===== config.mk =====
export PLATFORM = sky130hd
export DESIGN_NAME = frsc_top
export DESIGN_NICKNAME = d
export VERILOG_FILES = /design/src/verilog/frsc_pkg.sv /design/src/verilog/frsc_array_port.sv /design/src/verilog/frsc_top.sv
export VERILOG_INCLUDE_DIRS = /design/src /design/src/verilog
export SDC_FILE = /design/constraint.sdc
export NUM_CORES = 1
export LEC_CHECK = 0
export BUFFER_PORTS_ARGS = -buffer_cell sky130_fd_sc_hd__buf_2
export CORE_MARGIN = 2
export CORE_UTILIZATION = 45
export CTS_BUF_LIST = sky130_fd_sc_hd__clkbuf_8
export DETAILED_ROUTE_END_ITERATION = 7
export PLACE_DENSITY = 0.73
export SYNTH_ARGS = -nofsm -noshare
export SYNTH_HDL_FRONTEND = slang
export SYNTH_HIERARCHICAL = 1
export SYNTH_SLANG_ARGS = --single-unit

===== constraint.sdc =====
create_clock -name i_clk -period 3.9 [get_ports i_clk]
set_input_delay 0.78 -clock i_clk [delete_from_list [all_inputs] [get_ports i_clk]]
set_output_delay 0.78 -clock i_clk [all_outputs]
set_load 0.005 [all_outputs]

===== src/verilog/frsc_cfg.svh =====
// Constants and register map of the flash reset and unsecure controller
`ifndef FRSC_CFG_SVH
`define FRSC_CFG_SVH
`define FRSC_ADDR_W 4
`define FRSC_OFS_STATUS 4'h0
`define FRSC_OFS_CMDIDX 4'h1
`define FRSC_OFS_CCOBHI 4'h2
`define FRSC_OFS_CCOBLO 4'h3
`define FRSC_OFS_PPROT 4'h4
`define FRSC_OFS_DPROT 4'h5
`define FRSC_OFS_OPTION 4'h6
`define FRSC_OFS_SECURE 4'h7
`define FRSC_OFS_IRQST 4'h8
`define FRSC_OFS_IRQMSK 4'h9
`define FRSC_OFS_MODE 4'hA
`define FRSC_OFS_LAUNCH 4'hB
`define FRSC_SEC_ADDR 18'h3FF0F
`define FRSC_CFG_ADDR 18'h3FF08
`define FRSC_SEC_UNSEC 2'h2
`define FRSC_SEC_DEFAULT 8'hFF
`define FRSC_PROT_DEFAULT 8'h00
`define FRSC_OPT_DEFAULT 8'hFF
`define FRSC_CFG_DEFAULT 8'h00
`define FRSC_ST_COMMAND_COMPLETE_FLAG 7
`define FRSC_ST_MG1 1
`define FRSC_ST_MG0 0
`define FRSC_ST_ACCERR 5
`define FRSC_CMD_ERASE_VFY_ALL 8'h01
`define FRSC_CMD_PROGRAM 8'h06
`define FRSC_CMD_ERASE_ALL 8'h08
`define FRSC_CMD_BACKDOOR 8'h0C
`define FRSC_STALL_CYC 4
`endif


===== src/verilog/frsc_pkg.sv =====
// Types shared by the flash reset and unsecure controller
`default_nettype none
package frsc_pkg;
    typedef enum logic [3:0] {
        FRSC_S_STALL = 4'h0,
        FRSC_S_LD_CFG = 4'h1,
        FRSC_S_LD_PPROT = 4'h2,
        FRSC_S_LD_DPROT = 4'h3,
        FRSC_S_LD_OPT = 4'h4,
        FRSC_S_LD_SEC = 4'h5,
        FRSC_S_VERIFY = 4'h6,
        FRSC_S_IDLE = 4'h7,
        FRSC_S_EXEC = 4'h8
    } frsc_state_t;
endpackage : frsc_pkg
`default_nettype wire


===== src/verilog/frsc_array_port.sv =====
// Array read/command port sequencer: one request, waits for the array answer
`timescale 1ns/1ns
`default_nettype none
module frsc_array_port (
    input wire logic i_clk,
    input wire logic i_rst_n,
    input wire logic i_start,
    input wire logic i_is_cmd,
    input wire logic [17:0] i_addr,
    input wire logic [7:0] i_cmd,
    output logic o_req,
    output logic o_cmd_req,
    output logic [17:0] o_addr,
    output logic [7:0] o_cmd,
    input wire logic i_ack,
    input wire logic [7:0] i_rdata,
    input wire logic i_ecc_dbl,
    input wire logic i_err,
    output logic o_done,
    output logic [7:0] o_data,
    output logic o_dbl,
    output logic o_bad
);
    typedef struct packed {
        logic busy;
        logic req;
        logic cmd_req;
        logic [17:0] addr;
        logic [7:0] cmd;
        logic done;
        logic [7:0] data;
        logic dbl;
        logic bad;
    } frsc_port_st_t;
    frsc_port_st_t s_q, s_d;

    always_comb begin
        s_d = s_q;
        s_d.done = 1'b0;
        if (!s_q.busy && i_start) begin
            s_d.busy = 1'b1;
            s_d.req = !i_is_cmd;
            s_d.cmd_req = i_is_cmd;
            s_d.addr = i_addr;
            s_d.cmd = i_cmd;
        end else if (s_q.busy && i_ack) begin
            s_d.busy = 1'b0;
            s_d.req = 1'b0;
            s_d.cmd_req = 1'b0;
            s_d.done = 1'b1;
            s_d.data = i_rdata;
            s_d.dbl = i_ecc_dbl;
            s_d.bad = i_err | i_ecc_dbl;
        end
    end

    always_ff @(posedge i_clk or negedge i_rst_n) begin
        if (!i_rst_n) begin
            s_q <= '0;
        end else begin
            s_q <= s_d;
        end
    end

    assign o_req = s_q.req;
    assign o_cmd_req = s_q.cmd_req;
    assign o_addr = s_q.addr;
    assign o_cmd = s_q.cmd;
    assign o_done = s_q.done;
    assign o_data = s_q.data;
    assign o_dbl = s_q.dbl;
    assign o_bad = s_q.bad;
endmodule : frsc_array_port
`default_nettype wire


===== src/verilog/frsc_top.sv =====
// Flash reset-time loader, command gate and security recovery controller
//
// Implementation choices: the register addresses and the address-and-strobe port.
`timescale 1ns/1ns
`default_nettype none
`include "frsc_cfg.svh"
module frsc_top (
    input wire logic i_clk,
    input wire logic i_rst_n,
    input wire logic i_special_mode,
    input wire logic [`FRSC_ADDR_W-1:0] i_addr,
    input wire logic [7:0] i_wdata,
    input wire logic i_wr,
    input wire logic i_rd,
    output logic [7:0] o_rdata,
    output logic o_cpu_stall,
    output logic o_irq,
    output logic o_debug_full,
    output logic o_arr_req,
    output logic o_arr_cmd_req,
    output logic [17:0] o_arr_addr,
    output logic [7:0] o_arr_cmd,
    input wire logic i_arr_ack,
    input wire logic [7:0] i_arr_rdata,
    input wire logic i_arr_ecc_dbl,
    input wire logic i_arr_err,
    input wire logic i_arr_blank
);
    typedef struct packed {
        frsc_pkg::frsc_state_t st;
        logic [2:0] stall_cnt;
        logic start;
        logic is_cmd;
        logic [17:0] addr;
        logic [7:0] cmd;
        logic load_err;
        logic stall;
        logic command_complete_flag;
        logic mg1;
        logic mg0;
        logic accerr;
        logic [7:0] blkcfg;
        logic [7:0] pprot;
        logic [7:0] dprot;
        logic [7:0] option;
        logic [7:0] secure;
        logic [2:0] cmdidx;
        logic [7:0] ccobhi;
        logic [7:0] ccoblo;
        logic [1:0] irq_st;
        logic [1:0] irq_msk;
        logic debug_full;
        logic backdoor_lock;
        logic [7:0] rdata;
        logic irq;
    } frsc_st_t;
    frsc_st_t s_q, s_d;

    logic port_done;
    logic [7:0] port_data;
    logic port_dbl;
    logic port_bad;

    // =====================================================
    // Array access sequencer
    frsc_array_port u_port (
        .i_clk(i_clk),
        .i_rst_n(i_rst_n),
        .i_start(s_q.start),
        .i_is_cmd(s_q.is_cmd),
        .i_addr(s_q.addr),
        .i_cmd(s_q.cmd),
        .o_req(o_arr_req),
        .o_cmd_req(o_arr_cmd_req),
        .o_addr(o_arr_addr),
        .o_cmd(o_arr_cmd),
        .i_ack(i_arr_ack),
        .i_rdata(i_arr_rdata),
        .i_ecc_dbl(i_arr_ecc_dbl),
        .i_err(i_arr_err),
        .o_done(port_done),
        .o_data(port_data),
        .o_dbl(port_dbl),
        .o_bad(port_bad)
    );

    function automatic logic secured(input logic [7:0] sec);
        secured = (sec[1:0] != `FRSC_SEC_UNSEC);
    endfunction : secured

    // Command availability by mode and security
    function automatic logic cmd_allowed(input logic [7:0] cmd, input logic spec,
                                         input logic sec, input logic bdlock);
        if (!sec) begin
            cmd_allowed = 1'b1;
        end else if (cmd == `FRSC_CMD_BACKDOOR) begin
            cmd_allowed = !bdlock;
        end else if (spec) begin
            cmd_allowed = (cmd == `FRSC_CMD_ERASE_VFY_ALL) || (cmd == `FRSC_CMD_ERASE_ALL);
        end else begin
            cmd_allowed = (cmd == `FRSC_CMD_ERASE_VFY_ALL);
        end
    endfunction : cmd_allowed

    // =====================================================
    // Reset sequence, bus slave and command launch
    always_comb begin
        logic [7:0] st_byte;
        logic [1:0] ev;
        st_byte = '0;
        ev = '0;
        s_d = s_q;
        s_d.start = 1'b0;
        case (s_q.st)
            frsc_pkg::FRSC_S_STALL: begin
                s_d.stall_cnt = s_q.stall_cnt + 3'h1;
                if (s_q.stall_cnt == 3'(`FRSC_STALL_CYC - 1)) begin
                    s_d.st = frsc_pkg::FRSC_S_LD_CFG;
                    s_d.start = 1'b1;
                    s_d.is_cmd = 1'b0;
                    s_d.addr = `FRSC_CFG_ADDR;
                end
            end
            frsc_pkg::FRSC_S_LD_CFG, frsc_pkg::FRSC_S_LD_PPROT, frsc_pkg::FRSC_S_LD_DPROT,
            frsc_pkg::FRSC_S_LD_OPT, frsc_pkg::FRSC_S_LD_SEC: begin
                if (port_done) begin
                    if (port_dbl) begin
                        s_d.mg1 = 1'b1;
                        s_d.mg0 = 1'b1;
                    end
                    s_d.load_err = s_q.load_err | port_bad;
                    s_d.start = 1'b1;
                    s_d.addr = s_q.addr + 18'h1;
                    case (s_q.st)
                        frsc_pkg::FRSC_S_LD_CFG: begin
                            s_d.blkcfg = port_data;
                            s_d.st = frsc_pkg::FRSC_S_LD_PPROT;
                        end
                        frsc_pkg::FRSC_S_LD_PPROT: begin
                            s_d.pprot = port_data;
                            s_d.st = frsc_pkg::FRSC_S_LD_DPROT;
                        end
                        frsc_pkg::FRSC_S_LD_DPROT: begin
                            s_d.dprot = port_data;
                            s_d.st = frsc_pkg::FRSC_S_LD_OPT;
                        end
                        frsc_pkg::FRSC_S_LD_OPT: begin
                            s_d.option = port_data;
                            s_d.st = frsc_pkg::FRSC_S_LD_SEC;
                            s_d.addr = `FRSC_SEC_ADDR;
                        end
                        default: begin
                            s_d.secure = port_data;
                            s_d.start = 1'b0;
                            s_d.stall = 1'b0;
                            if (s_q.load_err || port_bad) begin
                                s_d.blkcfg = `FRSC_CFG_DEFAULT;
                                s_d.pprot = `FRSC_PROT_DEFAULT;
                                s_d.dprot = `FRSC_PROT_DEFAULT;
                                s_d.option = `FRSC_OPT_DEFAULT;
                                s_d.secure = `FRSC_SEC_DEFAULT;
                            end
                            if (i_special_mode) begin
                                s_d.st = frsc_pkg::FRSC_S_VERIFY;
                                s_d.start = 1'b1;
                                s_d.is_cmd = 1'b1;
                                s_d.cmd = `FRSC_CMD_ERASE_VFY_ALL;
                            end else begin
                                s_d.st = frsc_pkg::FRSC_S_IDLE;
                                s_d.command_complete_flag = 1'b1;
                                ev[0] = 1'b1;
                            end
                        end
                    endcase
                end
            end
            frsc_pkg::FRSC_S_VERIFY: begin
                if (port_done) begin
                    s_d.st = frsc_pkg::FRSC_S_IDLE;
                    s_d.command_complete_flag = 1'b1;
                    ev[0] = 1'b1;
                    if (!port_bad && i_arr_blank) begin
                        s_d.secure = {s_q.secure[7:2], `FRSC_SEC_UNSEC};
                        s_d.debug_full = 1'b1;
                    end else begin
                        s_d.mg1 = port_bad;
                        s_d.mg0 = port_dbl;
                    end
                end
            end
            frsc_pkg::FRSC_S_EXEC: begin
                if (port_done) begin
                    s_d.st = frsc_pkg::FRSC_S_IDLE;
                    s_d.command_complete_flag = 1'b1;
                    ev[0] = 1'b1;
                    s_d.mg1 = port_bad;
                    s_d.mg0 = port_dbl;
                    if (port_dbl) begin
                        ev[1] = 1'b1;
                    end
                    if (s_q.cmd == `FRSC_CMD_BACKDOOR) begin
                        if (port_bad) begin
                            s_d.backdoor_lock = 1'b1;
                        end else begin
                            s_d.secure = {s_q.secure[7:2], `FRSC_SEC_UNSEC};
                        end
                    end else if (s_q.cmd == `FRSC_CMD_ERASE_VFY_ALL && !port_bad
                                 && i_arr_blank) begin
                        s_d.secure = {s_q.secure[7:2], `FRSC_SEC_UNSEC};
                    end
                end
            end
            default: begin
                s_d.st = frsc_pkg::FRSC_S_IDLE;
            end
        endcase

        // Register writes
        if (i_wr && !s_q.stall) begin
            if (i_addr == `FRSC_OFS_STATUS) begin
                if (i_wdata[`FRSC_ST_ACCERR]) begin
                    s_d.accerr = 1'b0;
                end
            end else if (i_addr == `FRSC_OFS_CMDIDX) begin
                if (s_q.command_complete_flag) begin
                    s_d.cmdidx = i_wdata[2:0];
                end
            end else if (i_addr == `FRSC_OFS_CCOBHI) begin
                if (s_q.command_complete_flag) begin
                    s_d.ccobhi = i_wdata;
                end
            end else if (i_addr == `FRSC_OFS_CCOBLO) begin
                if (s_q.command_complete_flag) begin
                    s_d.ccoblo = i_wdata;
                end
            end else if (i_addr == `FRSC_OFS_PPROT) begin
                if (s_q.command_complete_flag) begin
                    s_d.pprot = i_wdata;
                end
            end else if (i_addr == `FRSC_OFS_DPROT) begin
                if (s_q.command_complete_flag) begin
                    s_d.dprot = i_wdata;
                end
            end else if (i_addr == `FRSC_OFS_IRQST) begin
                s_d.irq_st = s_q.irq_st & ~i_wdata[1:0];
            end else if (i_addr == `FRSC_OFS_IRQMSK) begin
                s_d.irq_msk = i_wdata[1:0];
            end else if (i_addr == `FRSC_OFS_LAUNCH) begin
                if (s_q.command_complete_flag && i_wdata[0]) begin
                    if (cmd_allowed(s_q.ccobhi, i_special_mode, secured(s_q.secure),
                                    s_q.backdoor_lock)) begin
                        s_d.command_complete_flag = 1'b0;
                        s_d.st = frsc_pkg::FRSC_S_EXEC;
                        s_d.start = 1'b1;
                        s_d.is_cmd = 1'b1;
                        s_d.cmd = s_q.ccobhi;
                        s_d.addr = {s_q.ccoblo, 10'h000};
                    end else begin
                        s_d.accerr = 1'b1;
                    end
                end
            end
        end

        // Read data valid the cycle after the strobe
        s_d.rdata = 8'h00;
        if (i_rd && !s_q.stall) begin
            st_byte = '0;
            st_byte[`FRSC_ST_COMMAND_COMPLETE_FLAG] = s_q.command_complete_flag;
            st_byte[`FRSC_ST_ACCERR] = s_q.accerr;
            st_byte[`FRSC_ST_MG1] = s_q.mg1;
            st_byte[`FRSC_ST_MG0] = s_q.mg0;
            if (i_addr == `FRSC_OFS_STATUS) begin
                s_d.rdata = st_byte;
            end else if (i_addr == `FRSC_OFS_CMDIDX) begin
                s_d.rdata = {5'h00, s_q.cmdidx};
            end else if (i_addr == `FRSC_OFS_CCOBHI) begin
                s_d.rdata = s_q.ccobhi;
            end else if (i_addr == `FRSC_OFS_CCOBLO) begin
                s_d.rdata = s_q.ccoblo;
            end else if (i_addr == `FRSC_OFS_PPROT) begin
                s_d.rdata = s_q.pprot;
            end else if (i_addr == `FRSC_OFS_DPROT) begin
                s_d.rdata = s_q.dprot;
            end else if (i_addr == `FRSC_OFS_OPTION) begin
                s_d.rdata = s_q.option;
            end else if (i_addr == `FRSC_OFS_SECURE) begin
                s_d.rdata = s_q.secure;
            end else if (i_addr == `FRSC_OFS_IRQST) begin
                s_d.rdata = {6'h00, s_q.irq_st};
            end else if (i_addr == `FRSC_OFS_IRQMSK) begin
                s_d.rdata = {6'h00, s_q.irq_msk};
            end else if (i_addr == `FRSC_OFS_MODE) begin
                s_d.rdata = {5'h00, s_q.debug_full, i_special_mode, secured(s_q.secure)};
            end
        end

        // Events set after clears so a same-cycle set wins
        s_d.irq_st = s_d.irq_st | ev;
        s_d.irq = |(s_d.irq_st & s_d.irq_msk);
    end

    // Async reset aborts any running command and restarts the sequence
    always_ff @(posedge i_clk or negedge i_rst_n) begin
        if (!i_rst_n) begin
            s_q <= '0;
            s_q.st <= frsc_pkg::FRSC_S_STALL;
            s_q.stall <= 1'b1;
            s_q.secure <= `FRSC_SEC_DEFAULT;
        end else begin
            s_q <= s_d;
        end
    end

    assign o_rdata = s_q.rdata;
    assign o_cpu_stall = s_q.stall;
    assign o_irq = s_q.irq;
    assign o_debug_full = s_q.debug_full;

    // =====================================================
    // Checks
    a_command_complete_flag_clear_seq: assert property (@(posedge i_clk) disable iff (!i_rst_n)
        (s_q.st inside {frsc_pkg::FRSC_S_STALL, frsc_pkg::FRSC_S_LD_CFG,
                        frsc_pkg::FRSC_S_LD_SEC, frsc_pkg::FRSC_S_VERIFY}) |-> !s_q.command_complete_flag)
        else $error("command complete set during reset sequence");
    a_cmd_write_gated: assert property (@(posedge i_clk) disable iff (!i_rst_n)
        (i_wr && !s_q.command_complete_flag && i_addr == `FRSC_OFS_CCOBHI) |=> $stable(s_q.ccobhi))
        else $error("command object written before completion");
    a_stall_until_sec: assert property (@(posedge i_clk) disable iff (!i_rst_n)
        $fell(s_q.stall) |-> $past(s_q.st) == frsc_pkg::FRSC_S_LD_SEC)
        else $error("stall released before security load");
    a_dbl_sets_mg: assert property (@(posedge i_clk) disable iff (!i_rst_n)
        (port_done && port_dbl && s_q.st == frsc_pkg::FRSC_S_LD_OPT) |=> (s_q.mg1 && s_q.mg0))
        else $error("double fault did not set verify errors");
    a_err_default_sec: assert property (@(posedge i_clk) disable iff (!i_rst_n)
        (port_done && port_bad && s_q.st == frsc_pkg::FRSC_S_LD_SEC)
        |=> (s_q.secure == `FRSC_SEC_DEFAULT && s_q.pprot == `FRSC_PROT_DEFAULT))
        else $error("load error did not apply defaults");
    a_special_verify: assert property (@(posedge i_clk) disable iff (!i_rst_n)
        (port_done && s_q.st == frsc_pkg::FRSC_S_LD_SEC && i_special_mode)
        |=> (s_q.st == frsc_pkg::FRSC_S_VERIFY) ##1 o_arr_cmd_req)
        else $error("special mode verify not started");
    a_blank_unsecures: assert property (@(posedge i_clk) disable iff (!i_rst_n)
        (port_done && !port_bad && i_arr_blank && s_q.st == frsc_pkg::FRSC_S_VERIFY)
        |=> (s_q.secure[1:0] == `FRSC_SEC_UNSEC && o_debug_full && s_q.command_complete_flag))
        else $error("erased arrays did not unsecure");
    a_reject_cmd: assert property (@(posedge i_clk) disable iff (!i_rst_n)
        (i_wr && !s_q.stall && s_q.command_complete_flag && i_addr == `FRSC_OFS_LAUNCH && i_wdata[0]
         && !cmd_allowed(s_q.ccobhi, i_special_mode, secured(s_q.secure), s_q.backdoor_lock))
        |=> (s_q.accerr && s_q.command_complete_flag))
        else $error("unavailable command not rejected");
    a_stall_first: assert property (@(posedge i_clk) disable iff (!i_rst_n)
        (s_q.st == frsc_pkg::FRSC_S_STALL) |-> o_cpu_stall)
        else $error("cpu not stalled early in reset sequence");
endmodule : frsc_top
`default_nettype wire


==> qor.txt <==
Hold WC Path Type: in2async
clk buf depth: 2
Synth top area share: 44.0%
Top FF cell, synth: dfrtp_1
Reg area: 0.00369 mm²
worst path required time: 4.21 ns
Cell Rows: 48
GPL Wtd Cong: 0.910
post-synthesis cell count: 715
Finished Core Util: 48.7%
Crit path largest cell delay: 0.61 ns
antenna diode count: 0
CP cell instances: buf_2, nand2_2, or3_1, nor2_2, nor2_1
CTS root buf: clkbuf_8
CTS resizes: 0
Final HPWL DP: 12.7 mm
fin nets: 759
Die ar.: 0.0185 mm²
CP max FO: 27
total gr overflow: 0
run status: completed
Fin. Hold Viols: 0
highest metal layer with signal wires: met5
Routed Antenna Nets: 0
CTS tree: yes
async set-reset flop share out of synthesis: 100%
drt via density: 5.76
count of final max-slew check failures: 0
Setup TNS Final: 0 ns
fill cell count: 1,592
Post-Syn Area per Cell: 11.0 µm²
drt total wl: 17.8 mm
register area share after synthesis: 47.0%
DR DRC count: 0
Met2 Wirelength: 8.15 mm
Core Area: 0.0172 mm²
share of layout cells above drive strength 1: 27.6%
met3 WL post-DR: 947 µm
CTS H-Tree Depth: 4
Chip Height: 136 µm
Yosys Warn Count: 6
syn nets: 747
number of antenna violations at the first check in global routing: 1
CTS Buf Count: 17
Worst Setup End Kind: flop
relative slew slack: 35.7%
I/O pins: 68
first-pass GRT wire length: 28.9 mm
Clock Skew: 0.0110 ns
Crit-path slowest cell: or3_1
Detailed Route Iter0 Violations: 559
Area Overhead vs Synth: 6.52%
worst skew pair latency: 0.46 ns
CTS sink count: 147
fin crit period: 2.54 ns
WS Path Type: in2reg
Setup Fix Bufs, Post-CTS: 0
WL met1: 8.32 mm
Lkg Pwr: 3.81 nW
number of I/O port buffers: 67
largest cells by area after synthesis: dfrtp_1 44%, mux2_2 5.7%, buf_4 4.8%, mux2_4 4.0%, dfstp_2 3.0%
Worst Hold Slack: 0.349 ns
Initial Utilization: 45.7%
largest net degree at the start of global routing: 95
GR Util All Layers: 20.3%
Least-Margin Pin Slew: 0.962 ns
synthesized area: 0.00785 mm²
WP data arrival: 2.85 ns
Multi-input gate area: 0.00353 mm²
max-cap viol count: 0
wire per inst: 18.5 µm
Pwr Density: 561 mW/mm²
DR vias: 5,561
Worst-path clk slew: 0.08 ns
post-route clock period utilization: 65.1%
Fmax: 394 MHz
# setup viols final: 0
area leader, netlist: dfrtp_1
startpoint types: primary input
vias in the first global route: 5,338
first-pass iteration count of the detailed router: 5
peak supply drop: 0.000193 V
Chip Width: 136 µm
CTS Hold Buffers Added: 0
Post-synth EDFFs: 0
post-synthesis register bit count: 147
Distinct cells, synth: 86
RSZ-0062 raised after global routing: false
cell usage in the layout, fill, tap and decap left out, drive strengths merged, types with 3 or more instances in the layout:
cell    count
dfstp       9
nor3b       4
or2         3
o21ai      38
mux2       61
and3        5
ha          3
clkbuf     18
a22o       21
a31oi      13
a21oi      35
o22a        9
xor2        7
a22oi       3
or3         4
buf        72
nor3       21
a221oi      4
or3b        3
nand3      17
nor2b      17
nand3b      4
dfrtp     138
o22ai       3
nor2       42
inv        20
nand2      39
a21o       19
and2        3
clkinv      7
nor4        6
nand2b     11
o31ai       4
a211oi      5
bufinv      3
mux2i      12
o211ai     11
nand4       9
a311oi      4
and2b       3
logic make-up (layout without fill, tap and decap cells):
logic type                 after synthesis  after routing  share of synthesized area [%]
muxes                                   74             74                           11.6
AOI/OAI and AO/OA                      186            186                           16.6
DFF                                    147            147                           47.0
adders and majority gates                3              3                          0.478
and+or+nand+nor                        199            199                           15.2
buffers and inverters                   97            122                           8.07
xor gates and xnor gates                 9              9                           1.00
layout make-up:
type,instances,share of cell area (%)
inverters,18,0.808
clock buffers,18,2.96
flip-flops and latches,147,44.1
multi-input cells,471,42.2
repair buffers,72,4.54
clock inverters,14,1.96
well taps,225,3.37
critical path, delay by kind of cell:
family	cells	cell delay, ns
AND/OR/NAND/NOR	4	1.54
buffers and inverters	1	0.52
path summary, 6_finish.rpt:
check                                startpoint  depth (start not counted)  slack, ns                      endpoint
hold / removal                          i_rst_n                          1       0.35  u_port/o_addr[1]$_DFFE_PN0P_
setup / recovery                      i_addr[0]                          5       1.36            s_q[112]$_DFF_PN0_
setup reg to reg             s_q[111]$_DFF_PN0_                          5       1.54           s_q[35]$_DFFE_PN1P_
max in group asynchronous               i_rst_n                          2       2.60           s_q[38]$_DFFE_PN1P_
min in group i_clk         s_q[108]$_DFFE_PN0P_                          1       0.47          s_q[108]$_DFFE_PN0P_
hold reg to reg            s_q[108]$_DFFE_PN0P_                          1       0.47          s_q[108]$_DFFE_PN0P_
through the flow:
stage / instance area (µm²) / worst slack (ns) / instances / power, mW
final: 8360 / 1.36 / 965 / 4.69
after detailed placement: 7950 / 0.925 / 933 / 3.49
after global placement: 7950 / 0.944 / 933 / 3.45
after global routing: 8360 / 1.20 / 965 / 4.98
after floorplan: 7850 / 1.77 / 715 / 3.24
after CTS: 8360 / 1.41 / 965 / 4.71
synth_stat cells, drive strengths merged (3+ instances only):
library cell    n
a211oi          5
a21o           19
a21oi          35
a221oi          4
a22o           21
a22oi           3
a311oi          4
a31oi          13
and2            3
and2b           3
and3            5
buf            73
clkbuf          6
dfrtp         138
dfstp           9
ha              3
inv            18
mux2           61
mux2i          12
nand2          39
nand2b         11
nand3          17
nand3b          4
nand4           9
nor2           42
nor2b          17
nor3           21
nor3b           4
nor4            6
o211ai         11
o21ai          38
o22a            9
o22ai           3
o31ai           4
or2             3
or3             4
or3b            3
xor2            7
per-layer routing:
layer	up-vias	track usage (%)
met5	-	0
met4	2	7.41
li1	2611	-
met3	31	4.59
met2	186	30.0
met1	2731	29.2
where the power goes:
part	internal, mW	leakage (nW)	switching, mW
sequential	1.92	1.84	0.454
combinational	0.569	1.76	0.532
clock	0.646	0.210	0.574
total	3.13	3.81	1.56
sequential cells by signal (all words and copies together), names as in the netlist:
signal and flops:
u_port/o_bad 1, s_q 96, u_port/o_cmd_req 1, u_port/s_q 1, o_irq 1, u_port/o_req 1, u_port/o_dbl 1, u_port/o_data 8
u_port/o_cmd 8, o_cpu_stall 1, u_port/o_addr 18, u_port/o_done 1, o_debug_full 1, o_rdata 8
Power figures use the tool's default switching activity.
